==> src/core/two_wire_defines.vh <==
// Register offsets, field positions, reset values and timing counts of the two-wire block.
`ifndef TWO_WIRE_DEFINES_VH
`define TWO_WIRE_DEFINES_VH
// Register byte offsets on the APB.
`define OFS_CTRL_ONE 12'h000
`define OFS_CTRL_TWO 12'h004
`define OFS_STATUS 12'h008
`define OFS_DATA_BUF 12'h00C
`define OFS_OWN_ADDR 12'h010
// Control register one fields.
`define C1_SCK_LSB 0
`define C1_MDD_BIT 3
`define C1_BC_LSB 4
`define C1_ACK_BIT 7
// Control register two fields.
`define C2_MODE_BIT 0
`define C2_SOFT_RESET_CODE_LSB 1
`define C2_PEND_BIT 4
`define C2_BUSY_BIT 5
`define C2_TRX_BIT 6
`define C2_MST_BIT 7
// Status register fields.
`define ST_LRB_BIT 0
`define ST_GC_BIT 1
`define ST_AAS_BIT 2
`define ST_AL_BIT 3
`define ST_PEND_BIT 4
`define ST_BUSY_BIT 5
`define ST_TRX_BIT 6
`define ST_MST_BIT 7
// Own address register fields.
`define OA_FREE_BIT 0
`define OA_SA_LSB 1
// Reset values.
`define RST_CTRL_ONE 8'h00
`define RST_OWN_ADDR 8'h00
// High period is 2^(sck+1)+7 clocks, low period three clocks longer.
`define THIGH_BASE 9'h007
`define TLOW_EXTRA 9'h003
`endif

==> src/core/bus_line_sync.v <==
// Synchroniser and edge, start and stop detector for the two bus lines.
`timescale 1ns/1ns
`default_nettype none
module bus_line_sync (
    // Clock and reset.
    input wire sys_clk,
    input wire srst,
    // Raw bus pins.
    input wire sclPin,
    input wire sdaPin,
    // Synchronised levels and one-cycle events.
    output reg sclBus,
    output reg sdaBus,
    output reg sclRise,
    output reg sclFall,
    output reg startDet,
    output reg stopDet
);
    // First stage flops; only the second stage reads them.
    reg sclMeta;
    reg sdaMeta;
    // Previous synchronised levels for edge finding.
    reg sclLast;
    reg sdaLast;

    // Two flops per line, then edges taken from the settled copies only.
    always @(posedge sys_clk) begin
        if (srst) begin
            sclMeta <= 1'b1;
            sdaMeta <= 1'b1;
            sclBus <= 1'b1;
            sdaBus <= 1'b1;
            sclLast <= 1'b1;
            sdaLast <= 1'b1;
            sclRise <= 1'b0;
            sclFall <= 1'b0;
            startDet <= 1'b0;
            stopDet <= 1'b0;
        end else begin
            sclMeta <= sclPin;
            sdaMeta <= sdaPin;
            sclBus <= sclMeta;
            sdaBus <= sdaMeta;
            sclLast <= sclBus;
            sdaLast <= sdaBus;
            sclRise <= sclBus & ~sclLast;
            sclFall <= ~sclBus & sclLast;
            // Data moving while the clock stays high marks start or stop.
            startDet <= sclBus & sclLast & sdaLast & ~sdaBus;
            stopDet <= sclBus & sclLast & ~sdaLast & sdaBus;
        end
    end
endmodule // bus_line_sync
`default_nettype wire

==> src/core/two_wire_bus_monitor.v <==
// Two-wire bus interface: arbitration, address monitors and start generation.
//
// Behaviour
// - Compare driven and bus data at clock rise
// - Arbitration loss drops master, transmit, clocking
// - Loser releases both data and clock
// - Loser clears pending and holds clock at word end
// - Data buffer access or control-two write clears loss
// - Slave own address or general call sets match
// - Detect disable keeps match and general call low outside free format
// - Free format: match after first word
// - Data buffer access clears address match
// - Eight zero bits after start set general call
// - Start or stop clears general call
// - Last received bit captured at clock rise
// - Free format treats everything as data
// - Start, high period, then address shifted out
// - Interrupt at word's last fall (ninth with eight bits and ack), pending cleared, clock held
// - Transmit select follows direction only on acknowledge
// - Buffer write sets pending; release after low time
//
// The implementer's own choices: the APB interface to the registers and the register addresses.
`timescale 1ns/1ns
`default_nettype none
`include "two_wire_defines.vh"
module two_wire_bus_monitor (
    // Clock and reset.
    input wire sys_clk,
    input wire srst,
    // APB slave.
    input wire psel,
    input wire penable,
    input wire pwrite,
    input wire [11:0] paddr,
    input wire [31:0] pwdata,
    output reg [31:0] prdata,
    output reg pready,
    output reg pslverr,
    // Bus pins, open drain; enables are low while pulling low.
    input wire sclPin,
    output reg sclOut,
    output reg sclOeN,
    input wire sdaPin,
    output reg sdaOut,
    output reg sdaOeN,
    // One-cycle interrupt request.
    output reg busInterruptRequest
);
    // Master clock engine states.
    localparam M_IDLE = 3'd0;
    localparam M_START = 3'd1;
    localparam M_LOW = 3'd2;
    localparam M_HIGH = 3'd3;
    localparam M_HOLD = 3'd4;

    // Synchronised bus view.
    wire sclBus;
    wire sdaBus;
    wire sclRise;
    wire sclFall;
    wire startDet;
    wire stopDet;

    // Software-visible state.
    reg [7:0] ctrlOne;
    reg busModeSelect;
    reg [1:0] softResetCode;
    reg masterSelect;
    reg transmitSelect;
    reg pending;
    reg busBusyFlag;
    reg arbitrationLostFlag;
    reg addressMatchFlag;
    reg generalCallFlag;
    reg lastReceivedBit;
    reg [7:0] ownAddress;
    reg [7:0] dataBuf;
    // Transfer tracking.
    reg [7:0] rxShift;
    reg [3:0] riseCnt;
    reg firstWord;
    reg slaveHold;
    reg [2:0] mState;
    reg [8:0] cnt;

    // Decoded control fields.
    wire [2:0] sckSel = ctrlOne[`C1_SCK_LSB +: 3];
    wire matchDetectDisable = ctrlOne[`C1_MDD_BIT];
    wire [2:0] wordBitCount = ctrlOne[`C1_BC_LSB +: 3];
    wire ackClock = ctrlOne[`C1_ACK_BIT];
    wire freeFormatSelect = ownAddress[`OA_FREE_BIT];
    wire [6:0] ownSlaveAddress = ownAddress[`OA_SA_LSB +: 7];
    wire [8:0] tHigh = `THIGH_BASE + (9'h002 << sckSel);
    wire [8:0] tLow = tHigh + `TLOW_EXTRA;
    // Bits per word; code zero means eight.
    wire [3:0] nBits = (wordBitCount == 3'h0) ? 4'h8 : {1'b0, wordBitCount};
    wire [3:0] nClocks = nBits + {3'h0, ackClock};
    wire ackSlot = ackClock && (riseCnt == nBits);
    wire wordEnd = sclFall && (riseCnt == nClocks);

    // APB decode; a transfer completes when pready is seen high.
    wire apbDone = psel & penable & pready;
    wire wrDone = apbDone & pwrite;
    wire rdDone = apbDone & ~pwrite;
    wire wrOne = wrDone && (paddr == `OFS_CTRL_ONE);
    wire wrTwo = wrDone && (paddr == `OFS_CTRL_TWO);
    wire wrData = wrDone && (paddr == `OFS_DATA_BUF);
    wire rdData = rdDone && (paddr == `OFS_DATA_BUF);
    wire wrOwn = wrDone && (paddr == `OFS_OWN_ADDR);
    wire mapped = (paddr == `OFS_CTRL_ONE) || (paddr == `OFS_CTRL_TWO) ||
        (paddr == `OFS_STATUS) || (paddr == `OFS_DATA_BUF) || (paddr == `OFS_OWN_ADDR);
    // Control two writes reach only the mode bit while the port mode is selected.
    wire wrTwoFull = wrTwo && busModeSelect;
    wire startCmd = wrTwoFull && !busBusyFlag && (pwdata[7:4] == 4'hF);
    // Slave address phase results.
    wire addrHit = (rxShift[7:1] == ownSlaveAddress) || (rxShift == 8'h00);
    wire addressed = addressMatchFlag | generalCallFlag;

    bus_line_sync u_sync (
        .sys_clk(sys_clk),
        .srst(srst),
        .sclPin(sclPin),
        .sdaPin(sdaPin),
        .sclBus(sclBus),
        .sdaBus(sdaBus),
        .sclRise(sclRise),
        .sclFall(sclFall),
        .startDet(startDet),
        .stopDet(stopDet)
    );

    // Level this end wants on data for the current bit slot.
    reg sdaWant;
    always @* begin
        sdaWant = 1'b1;
        if (transmitSelect && (masterSelect || addressed) && (riseCnt < nBits)) begin
            sdaWant = dataBuf[3'd7 - riseCnt[2:0]];
        end else if (ackSlot && !transmitSelect && (masterSelect || addressed)) begin
            sdaWant = 1'b0;
        end else if (ackSlot && firstWord && !masterSelect && !freeFormatSelect &&
                     !matchDetectDisable && addrHit) begin
            // A slave acknowledges its own address or a general call.
            sdaWant = 1'b0;
        end
    end

    // APB answer: one wait state, read data registered with pready.
    always @(posedge sys_clk) begin
        if (srst) begin
            pready <= 1'b0;
            pslverr <= 1'b0;
            prdata <= 32'h0000_0000;
        end else begin
            pready <= psel & penable & ~pready;
            pslverr <= psel & penable & ~pready & ~mapped;
            if (psel & penable & ~pready) begin
                case (paddr)
                    `OFS_CTRL_ONE: prdata <= {24'h000000, ctrlOne};
                    `OFS_CTRL_TWO: prdata <= {24'h000000, masterSelect, transmitSelect,
                        busBusyFlag, pending, 1'b0, softResetCode, busModeSelect};
                    `OFS_STATUS: prdata <= {24'h000000, masterSelect, transmitSelect,
                        busBusyFlag, pending, arbitrationLostFlag, addressMatchFlag,
                        generalCallFlag, lastReceivedBit};
                    `OFS_DATA_BUF: prdata <= {24'h000000, dataBuf};
                    `OFS_OWN_ADDR: prdata <= {24'h000000, ownAddress};
                    default: prdata <= 32'h0000_0000;
                endcase
            end
        end
    end

    // Configuration registers that only software changes.
    always @(posedge sys_clk) begin
        if (srst) begin
            ctrlOne <= `RST_CTRL_ONE;
            ownAddress <= `RST_OWN_ADDR;
            busModeSelect <= 1'b0;
            softResetCode <= 2'b00;
        end else begin
            if (wrOne) begin
                ctrlOne <= pwdata[7:0];
            end
            if (wrOwn) begin
                ownAddress <= pwdata[7:0];
            end
            if (wrTwo) begin
                busModeSelect <= pwdata[`C2_MODE_BIT];
            end
            if (wrTwoFull) begin
                softResetCode <= pwdata[`C2_SOFT_RESET_CODE_LSB +: 2];
            end
        end
    end

    // Bus watching: bit counting, receive shift, monitors and flags.
    always @(posedge sys_clk) begin
        if (srst) begin
            riseCnt <= 4'h0;
            rxShift <= 8'h00;
            firstWord <= 1'b0;
            busBusyFlag <= 1'b0;
            lastReceivedBit <= 1'b0;
            addressMatchFlag <= 1'b0;
            generalCallFlag <= 1'b0;
        end else begin
            if (sclRise) begin
                riseCnt <= riseCnt + 4'h1;
                lastReceivedBit <= sdaBus;
                if (riseCnt < nBits) begin
                    rxShift <= {rxShift[6:0], sdaBus};
                end
            end
            if (wordEnd) begin
                riseCnt <= 4'h0;
                firstWord <= 1'b0;
            end
            // Buffer access clears match; a new match below wins.
            if (wrData || rdData) begin
                addressMatchFlag <= 1'b0;
            end
            if (wordEnd && firstWord && !masterSelect) begin
                if (freeFormatSelect) begin
                    addressMatchFlag <= 1'b1;
                end else if (!matchDetectDisable) begin
                    // Own address or general call; gated by disable.
                    if (addrHit) begin
                        addressMatchFlag <= 1'b1;
                    end
                    if (rxShift == 8'h00) begin
                        generalCallFlag <= 1'b1;
                    end
                end
            end
            if (startDet) begin
                busBusyFlag <= 1'b1;
                riseCnt <= 4'h0;
                firstWord <= 1'b1;
                generalCallFlag <= 1'b0;
            end
            if (stopDet) begin
                busBusyFlag <= 1'b0;
                firstWord <= 1'b0;
                generalCallFlag <= 1'b0;
            end
        end
    end

    // Master engine, pending, arbitration and pin drive.
    always @(posedge sys_clk) begin
        if (srst) begin
            mState <= M_IDLE;
            cnt <= 9'h000;
            masterSelect <= 1'b0;
            transmitSelect <= 1'b0;
            pending <= 1'b0;
            arbitrationLostFlag <= 1'b0;
            slaveHold <= 1'b0;
            dataBuf <= 8'h00;
            busInterruptRequest <= 1'b0;
            sclOeN <= 1'b1;
            sdaOeN <= 1'b1;
            sclOut <= 1'b0;
            sdaOut <= 1'b0;
        end else begin
            busInterruptRequest <= 1'b0;
            // Buffer access or control-two write clears the loss flag.
            if (wrData || rdData || wrTwo) begin
                arbitrationLostFlag <= 1'b0;
            end
            if (wrTwoFull) begin
                masterSelect <= pwdata[`C2_MST_BIT];
                transmitSelect <= pwdata[`C2_TRX_BIT];
            end
            if (wrData) begin
                dataBuf <= pwdata[7:0];
            end
            // Word end: receivers keep the word, then pending drops.
            if (wordEnd) begin
                if (!transmitSelect || arbitrationLostFlag) begin
                    dataBuf <= rxShift;
                end
                // Free format never reads a direction bit.
                if (!freeFormatSelect && firstWord) begin
                    if (masterSelect && !arbitrationLostFlag && !lastReceivedBit) begin
                        transmitSelect <= ~dataBuf[0];
                    end else if (!masterSelect && !matchDetectDisable && addrHit) begin
                        transmitSelect <= rxShift[0];
                    end
                end
                if (masterSelect || arbitrationLostFlag || addressed ||
                    (firstWord && !freeFormatSelect && !matchDetectDisable && addrHit)) begin
                    // Pending cleared, interrupt raised, clock held.
                    busInterruptRequest <= 1'b1;
                    pending <= 1'b0;
                    slaveHold <= ~masterSelect;
                end
            end
            if (stopDet) begin
                masterSelect <= 1'b0;
                transmitSelect <= 1'b0;
            end
            // Software can only set pending; its set wins.
            if (wrData || (wrTwoFull && pwdata[`C2_PEND_BIT])) begin
                pending <= 1'b1;
            end
            // Mismatch of driven and bus data at clock rise.
            // Only our own transmitted data bits are compared; the acknowledge slot
            // belongs to the receiver and would otherwise read as a false loss.
            if (sclRise && masterSelect && transmitSelect && (riseCnt < nBits) &&
                (sdaOeN != sdaBus) && !arbitrationLostFlag) begin
                arbitrationLostFlag <= 1'b1;
                // Drop to slave receiver and stop clocking.
                masterSelect <= 1'b0;
                transmitSelect <= 1'b0;
                mState <= M_IDLE;
                sclOeN <= 1'b1;
                sdaOeN <= 1'b1;
            end else begin
                // Data changes only while the bus clock is low, apart from the start.
                if (mState == M_START) begin
                    sdaOeN <= 1'b0;
                end else if (!sclBus) begin
                    sdaOeN <= sdaWant;
                end
                case (mState)
                    M_IDLE: begin
                        sclOeN <= ~slaveHold;
                        if (startCmd) begin
                            // Start: data low, then one high period.
                            mState <= M_START;
                            cnt <= tHigh;
                        end else if (slaveHold && pending) begin
                            // Slave release waits one low period.
                            if (cnt == 9'h000) begin
                                cnt <= tLow;
                            end else if (cnt == 9'h001) begin
                                slaveHold <= 1'b0;
                                cnt <= 9'h000;
                            end else begin
                                cnt <= cnt - 9'h001;
                            end
                        end else if (!slaveHold) begin
                            cnt <= 9'h000;
                        end
                    end
                    M_START: begin
                        if (cnt <= 9'h001) begin
                            sclOeN <= 1'b0;
                            cnt <= tLow;
                            mState <= M_LOW;
                        end else begin
                            cnt <= cnt - 9'h001;
                        end
                    end
                    M_LOW: begin
                        sclOeN <= 1'b0;
                        if (cnt <= 9'h001) begin
                            sclOeN <= 1'b1;
                            cnt <= tHigh;
                            mState <= M_HIGH;
                        end else begin
                            cnt <= cnt - 9'h001;
                        end
                    end
                    M_HIGH: begin
                        // High time counts only once the wired line is really high.
                        if (sclBus) begin
                            if (cnt <= 9'h001) begin
                                sclOeN <= 1'b0;
                                cnt <= tLow;
                                mState <= (riseCnt == nClocks) ? M_HOLD : M_LOW;
                            end else begin
                                cnt <= cnt - 9'h001;
                            end
                        end
                    end
                    M_HOLD: begin
                        // Clock held low while nothing is pending.
                        sclOeN <= 1'b0;
                        if (!masterSelect) begin
                            sclOeN <= 1'b1;
                            mState <= M_IDLE;
                        end else if (pending && !wordEnd && (riseCnt != nClocks)) begin
                            // Pending is still the old word's until the synced fall is seen.
                            cnt <= tLow;
                            mState <= M_LOW;
                        end
                    end
                    default: begin
                        mState <= M_IDLE;
                    end
                endcase
            end
        end
    end
endmodule // two_wire_bus_monitor
`default_nettype wire

==> config.mk <==
export PLATFORM = sky130hd
export DESIGN_NAME = two_wire_bus_monitor
export DESIGN_NICKNAME = d
export VERILOG_FILES = /design/src/core/bus_line_sync.v /design/src/core/two_wire_bus_monitor.v
export VERILOG_INCLUDE_DIRS = /design/src /design/src/core
export SDC_FILE = /design/constraint.sdc
export NUM_CORES = 1
export LEC_CHECK = 0
export BUFFER_PORTS_ARGS = -buffer_cell sky130_fd_sc_hd__buf_2
export CAP_MARGIN = 20
export CELL_PAD_IN_SITES_DETAIL_PLACEMENT = 1
export CELL_PAD_IN_SITES_GLOBAL_PLACEMENT = 1
export CORE_MARGIN = 2
export CORE_UTILIZATION = 45
export DETAILED_ROUTE_END_ITERATION = 10
export PLACE_DENSITY = 0.84
export SYNTH_ARGS = -nofsm -noshare
export SYNTH_HDL_FRONTEND = slang
export SYNTH_SLANG_ARGS = --single-unit
==> constraint.sdc <==
create_clock -name sys_clk -period 5.5 [get_ports sys_clk]
set_input_delay 0.275 -clock sys_clk [delete_from_list [all_inputs] [get_ports sys_clk]]
set_output_delay 0.275 -clock sys_clk [all_outputs]
set_load 0.01 [all_outputs]
==> impl_metrics.toml <==
[run_status]
status = "completed"

[synth]
postSynthCellCount = 610
seq_area_frac_synth_pct = 33.34
ys_types = 67
async_flop_share_pct = 0
synth.area.top_cells = "dfxtp_1 (33%), mux2i_1 (9.7%), nor2_1 (7.2%), buf_4 (4.0%), a211oi_1 (3.1%)"
synthXorXnorAreaFrac_pct = 3.746
ys.flop_type = "dfxtp_1"
synth.most_common_cell = "nor2_1"
syn_area_mm2 = 0.005044
muxShareOfSynthArea_pct = 11.06
synth_top_area_cell = "dfxtp_1"
synth_fa_ha_area_share_pct = 2.233
synthSimpleGateAreaFrac_pct = 23.59
avgSynthCellArea_um2 = 8.268
yosys_register_bits = 84
synth-edff-count = 0
synthTopCellsByCount = "nor2_1 (97), dfxtp_1 (84), mux2i_1 (49)"
yosys_warnings = 0
synth_top_family_by_area = "simple AND/OR/NAND/NOR gates"
synth_compound_area_share_pct = 17.94
synth_top_area_share_pct = 33.34

[critical_path]
crit_path_max_fanout = 16
slowest_delay_ps = 630
required_ps = 5720
cp-end-kind = "flip-flop"
path_delay_family = "compound AO/OA/AOI/OAI gates"
crit_buf_inv = 0
crit_type = "flip-flop to flip-flop"
slowest_stage = "a211oi_1"
worstSetupStartpointType = "flip-flop"
path_cells = "ha_1 -> ha_1 -> xnor2_1 -> nand3_1 -> a211oi_1 -> o21ai_1 -> nor2_1 -> a211oi_1"
crit_arrival_ps = 3080

[floorplanning]
die_x_um = 109.9
row_count = 38
die_h_um = 109.9
initial_core_util_pct = 46.32
core_mm2 = 0.01089
ios = 90
die_area_mm2 = 0.01207

[finish]
drive_gt1_share_pct = 12.91
fin_nets = 690
diodes = 0
fin_cells = 775
area_growth_pct = 7.244
fillers = 1355
post-route-util_pct = 49.68

[clock_tree]
clock_sinks = 84
path_clk_slew_ps = 90
clock_path_buffers = 2
cts_buffers = 9
ctsHtreeMaxLevel = 3
cts_tree = "built"
post_cts_buffers = 0
clk_latency_ps = 390
cts_hold_buffers = 0
clockRootBuffer = "clkbuf_8"
cts_resized = 0

[pwr]
peakVddDrop_uv = 223.3
powerDensity_mw_per_mm2 = 310.3
leakagePower_uw = 0.002143

[timing]
clock-skew-final_ps = 20.74
hold_violations = 0
final_min_period_over_clock_period_pct = 51.96
maxSlewViolCount = 0
finalCriticalPeriod_ps = 2858
setup_viol = 0
worst_slew_pin_slew_ps = 1160
fmax_mhz = 349.9
setup_tns_ps = 0
rsz0062_at_grt = "no"
max-slew-margin-rel_pct = 22.51

[drt]
vias = 4687
routed_via_density = 6.048
avgRoutedWirePerCell_um = 19.39
routed_wl_mm = 15.03
drt_iter0_drc = 399
drc = 0
antenna_left = 0
drt_pass1_iterations = 4

[placement]
gp_congestion = 0.9037
dp_cells = 758
numPortBuffers = 39
dp_hpwl_mm = 11.05

[global_route]
grt_pass1_vias = 4760
antenna_found_initial = 0
track_usage_pct = 26.53
grt_max_degree = 79
grt_pass1_wl_mm = 24.65
grt.overflow.total = 0

[min_path]
hold_class = "input pin to flip-flop"

[run]
drv_cap = 0
power breakdown:
part | switching (µW) | internal (µW)
clock | 257 | 212
combinational | 345 | 179
sequential | 49.2 | 636
state kept, by name (all words and copies together), names as in the netlist, 2 cells and up:
| signal | cells |
|---|---|
| mState | 3 |
| ownAddress | 8 |
| dataBuf | 8 |
| rxShift | 8 |
| ctrlOne | 8 |
| softResetCode | 2 |
| cnt | 9 |
| riseCnt | 4 |
| prdata | 8 |
per-layer routing:
| metal | up-vias | track usage [%] | part of all wire [%] |
|---|---|---|---|
| met5 | - | 0 | 0 |
| met2 | 129 | 44.39 | 49 |
| met4 | 0 | 11.48 | 2.3 |
| li1 | 2200 | - | - |
| met3 | 31 | 3.853 | 4.0 |
| met1 | 2327 | 33.84 | 45 |
cell families after synthesis:
group                    count (synthesis)
AND/OR/NAND/NOR                        238
AO/OA/AOI/OAI                          127
flip-flops                              84
buffers and inverters                   78
multiplexers                            53
XOR/XNOR                                20
adder cells (fa/ha/maj)                  9
other                                    1
area by class of cell:
type	instances	area [µm²]	area share, %
clock inverter	7	73.82	1.365
sequential	84	1682	31.09
timing repair buffer	42	221.5	4.094
tap	140	175.2	3.238
multi-input combinational	473	3058	56.53
clock buffer	9	123.9	2.290
inverter	20	75.07	1.388
placed cells by master (no fill, tap or decap), types with 3 or more instances in the layout:
| cell type | instances |
|---|---|
| nor2_1 | 97 |
| dfxtp_1 | 84 |
| mux2i_1 | 49 |
| buf_2 | 39 |
| nand2_1 | 38 |
| a21oi_1 | 27 |
| conb_1 | 26 |
| a211oi_1 | 21 |
| inv_1 | 20 |
| o21ai_0 | 20 |
| nor3_1 | 13 |
| xor2_1 | 11 |
| nor4_1 | 11 |
| or3_1 | 10 |
| nand3_1 | 10 |
| and3_1 | 9 |
| or2_2 | 9 |
| a221oi_1 | 9 |
| ha_1 | 9 |
| clkbuf_8 | 9 |
| xnor2_1 | 8 |
| nor2b_1 | 6 |
| a2bb2oi_1 | 6 |
| a311oi_1 | 6 |
| or4_1 | 5 |
| nand4_1 | 5 |
| nand2b_1 | 5 |
| o21a_1 | 4 |
| nor3b_1 | 4 |
| o211ai_1 | 3 |
| and2_1 | 3 |
| o22ai_1 | 3 |
| nand3b_1 | 3 |
| o31ai_1 | 3 |
| o21ai_1 | 3 |
worst paths after layout:
path,slack [ps],startpoint,endpoint,depth (start not counted)
max reg2reg,2640,ctrlOne[4],dataBuf[7],8
min reg2reg,410,u_sync.sdaLast,u_sync.stopDet,1
min,80,sclPin,u_sync.sclMeta,2
max,2640,ctrlOne[4],dataBuf[7],8
metrics by stage:
step           power (µW)  hold WS [ps]  setup WS [ps]  cell area, µm²
2_1_floorplan        1084         378.8           3069            5137
3_3_place_gp         1193         391.2           2508            5200
3_5_place_dp         1212         400.3           2433            5200
4_1_cts              1680         57.17           2350            5398
5_1_grt              1772         78.51           2339            5409
6_report             1679         76.34           2642            5409
worst register-to-register path, stage by stage (launching register included):
cell      delay [ps]
dfxtp_1          440
ha_1             210
ha_1             240
xnor2_1          130
nand3_1          120
a211oi_1         630
o21ai_1          580
nor2_1           250
a211oi_1          80
Note: power is estimated with default switching activity, not from simulation.
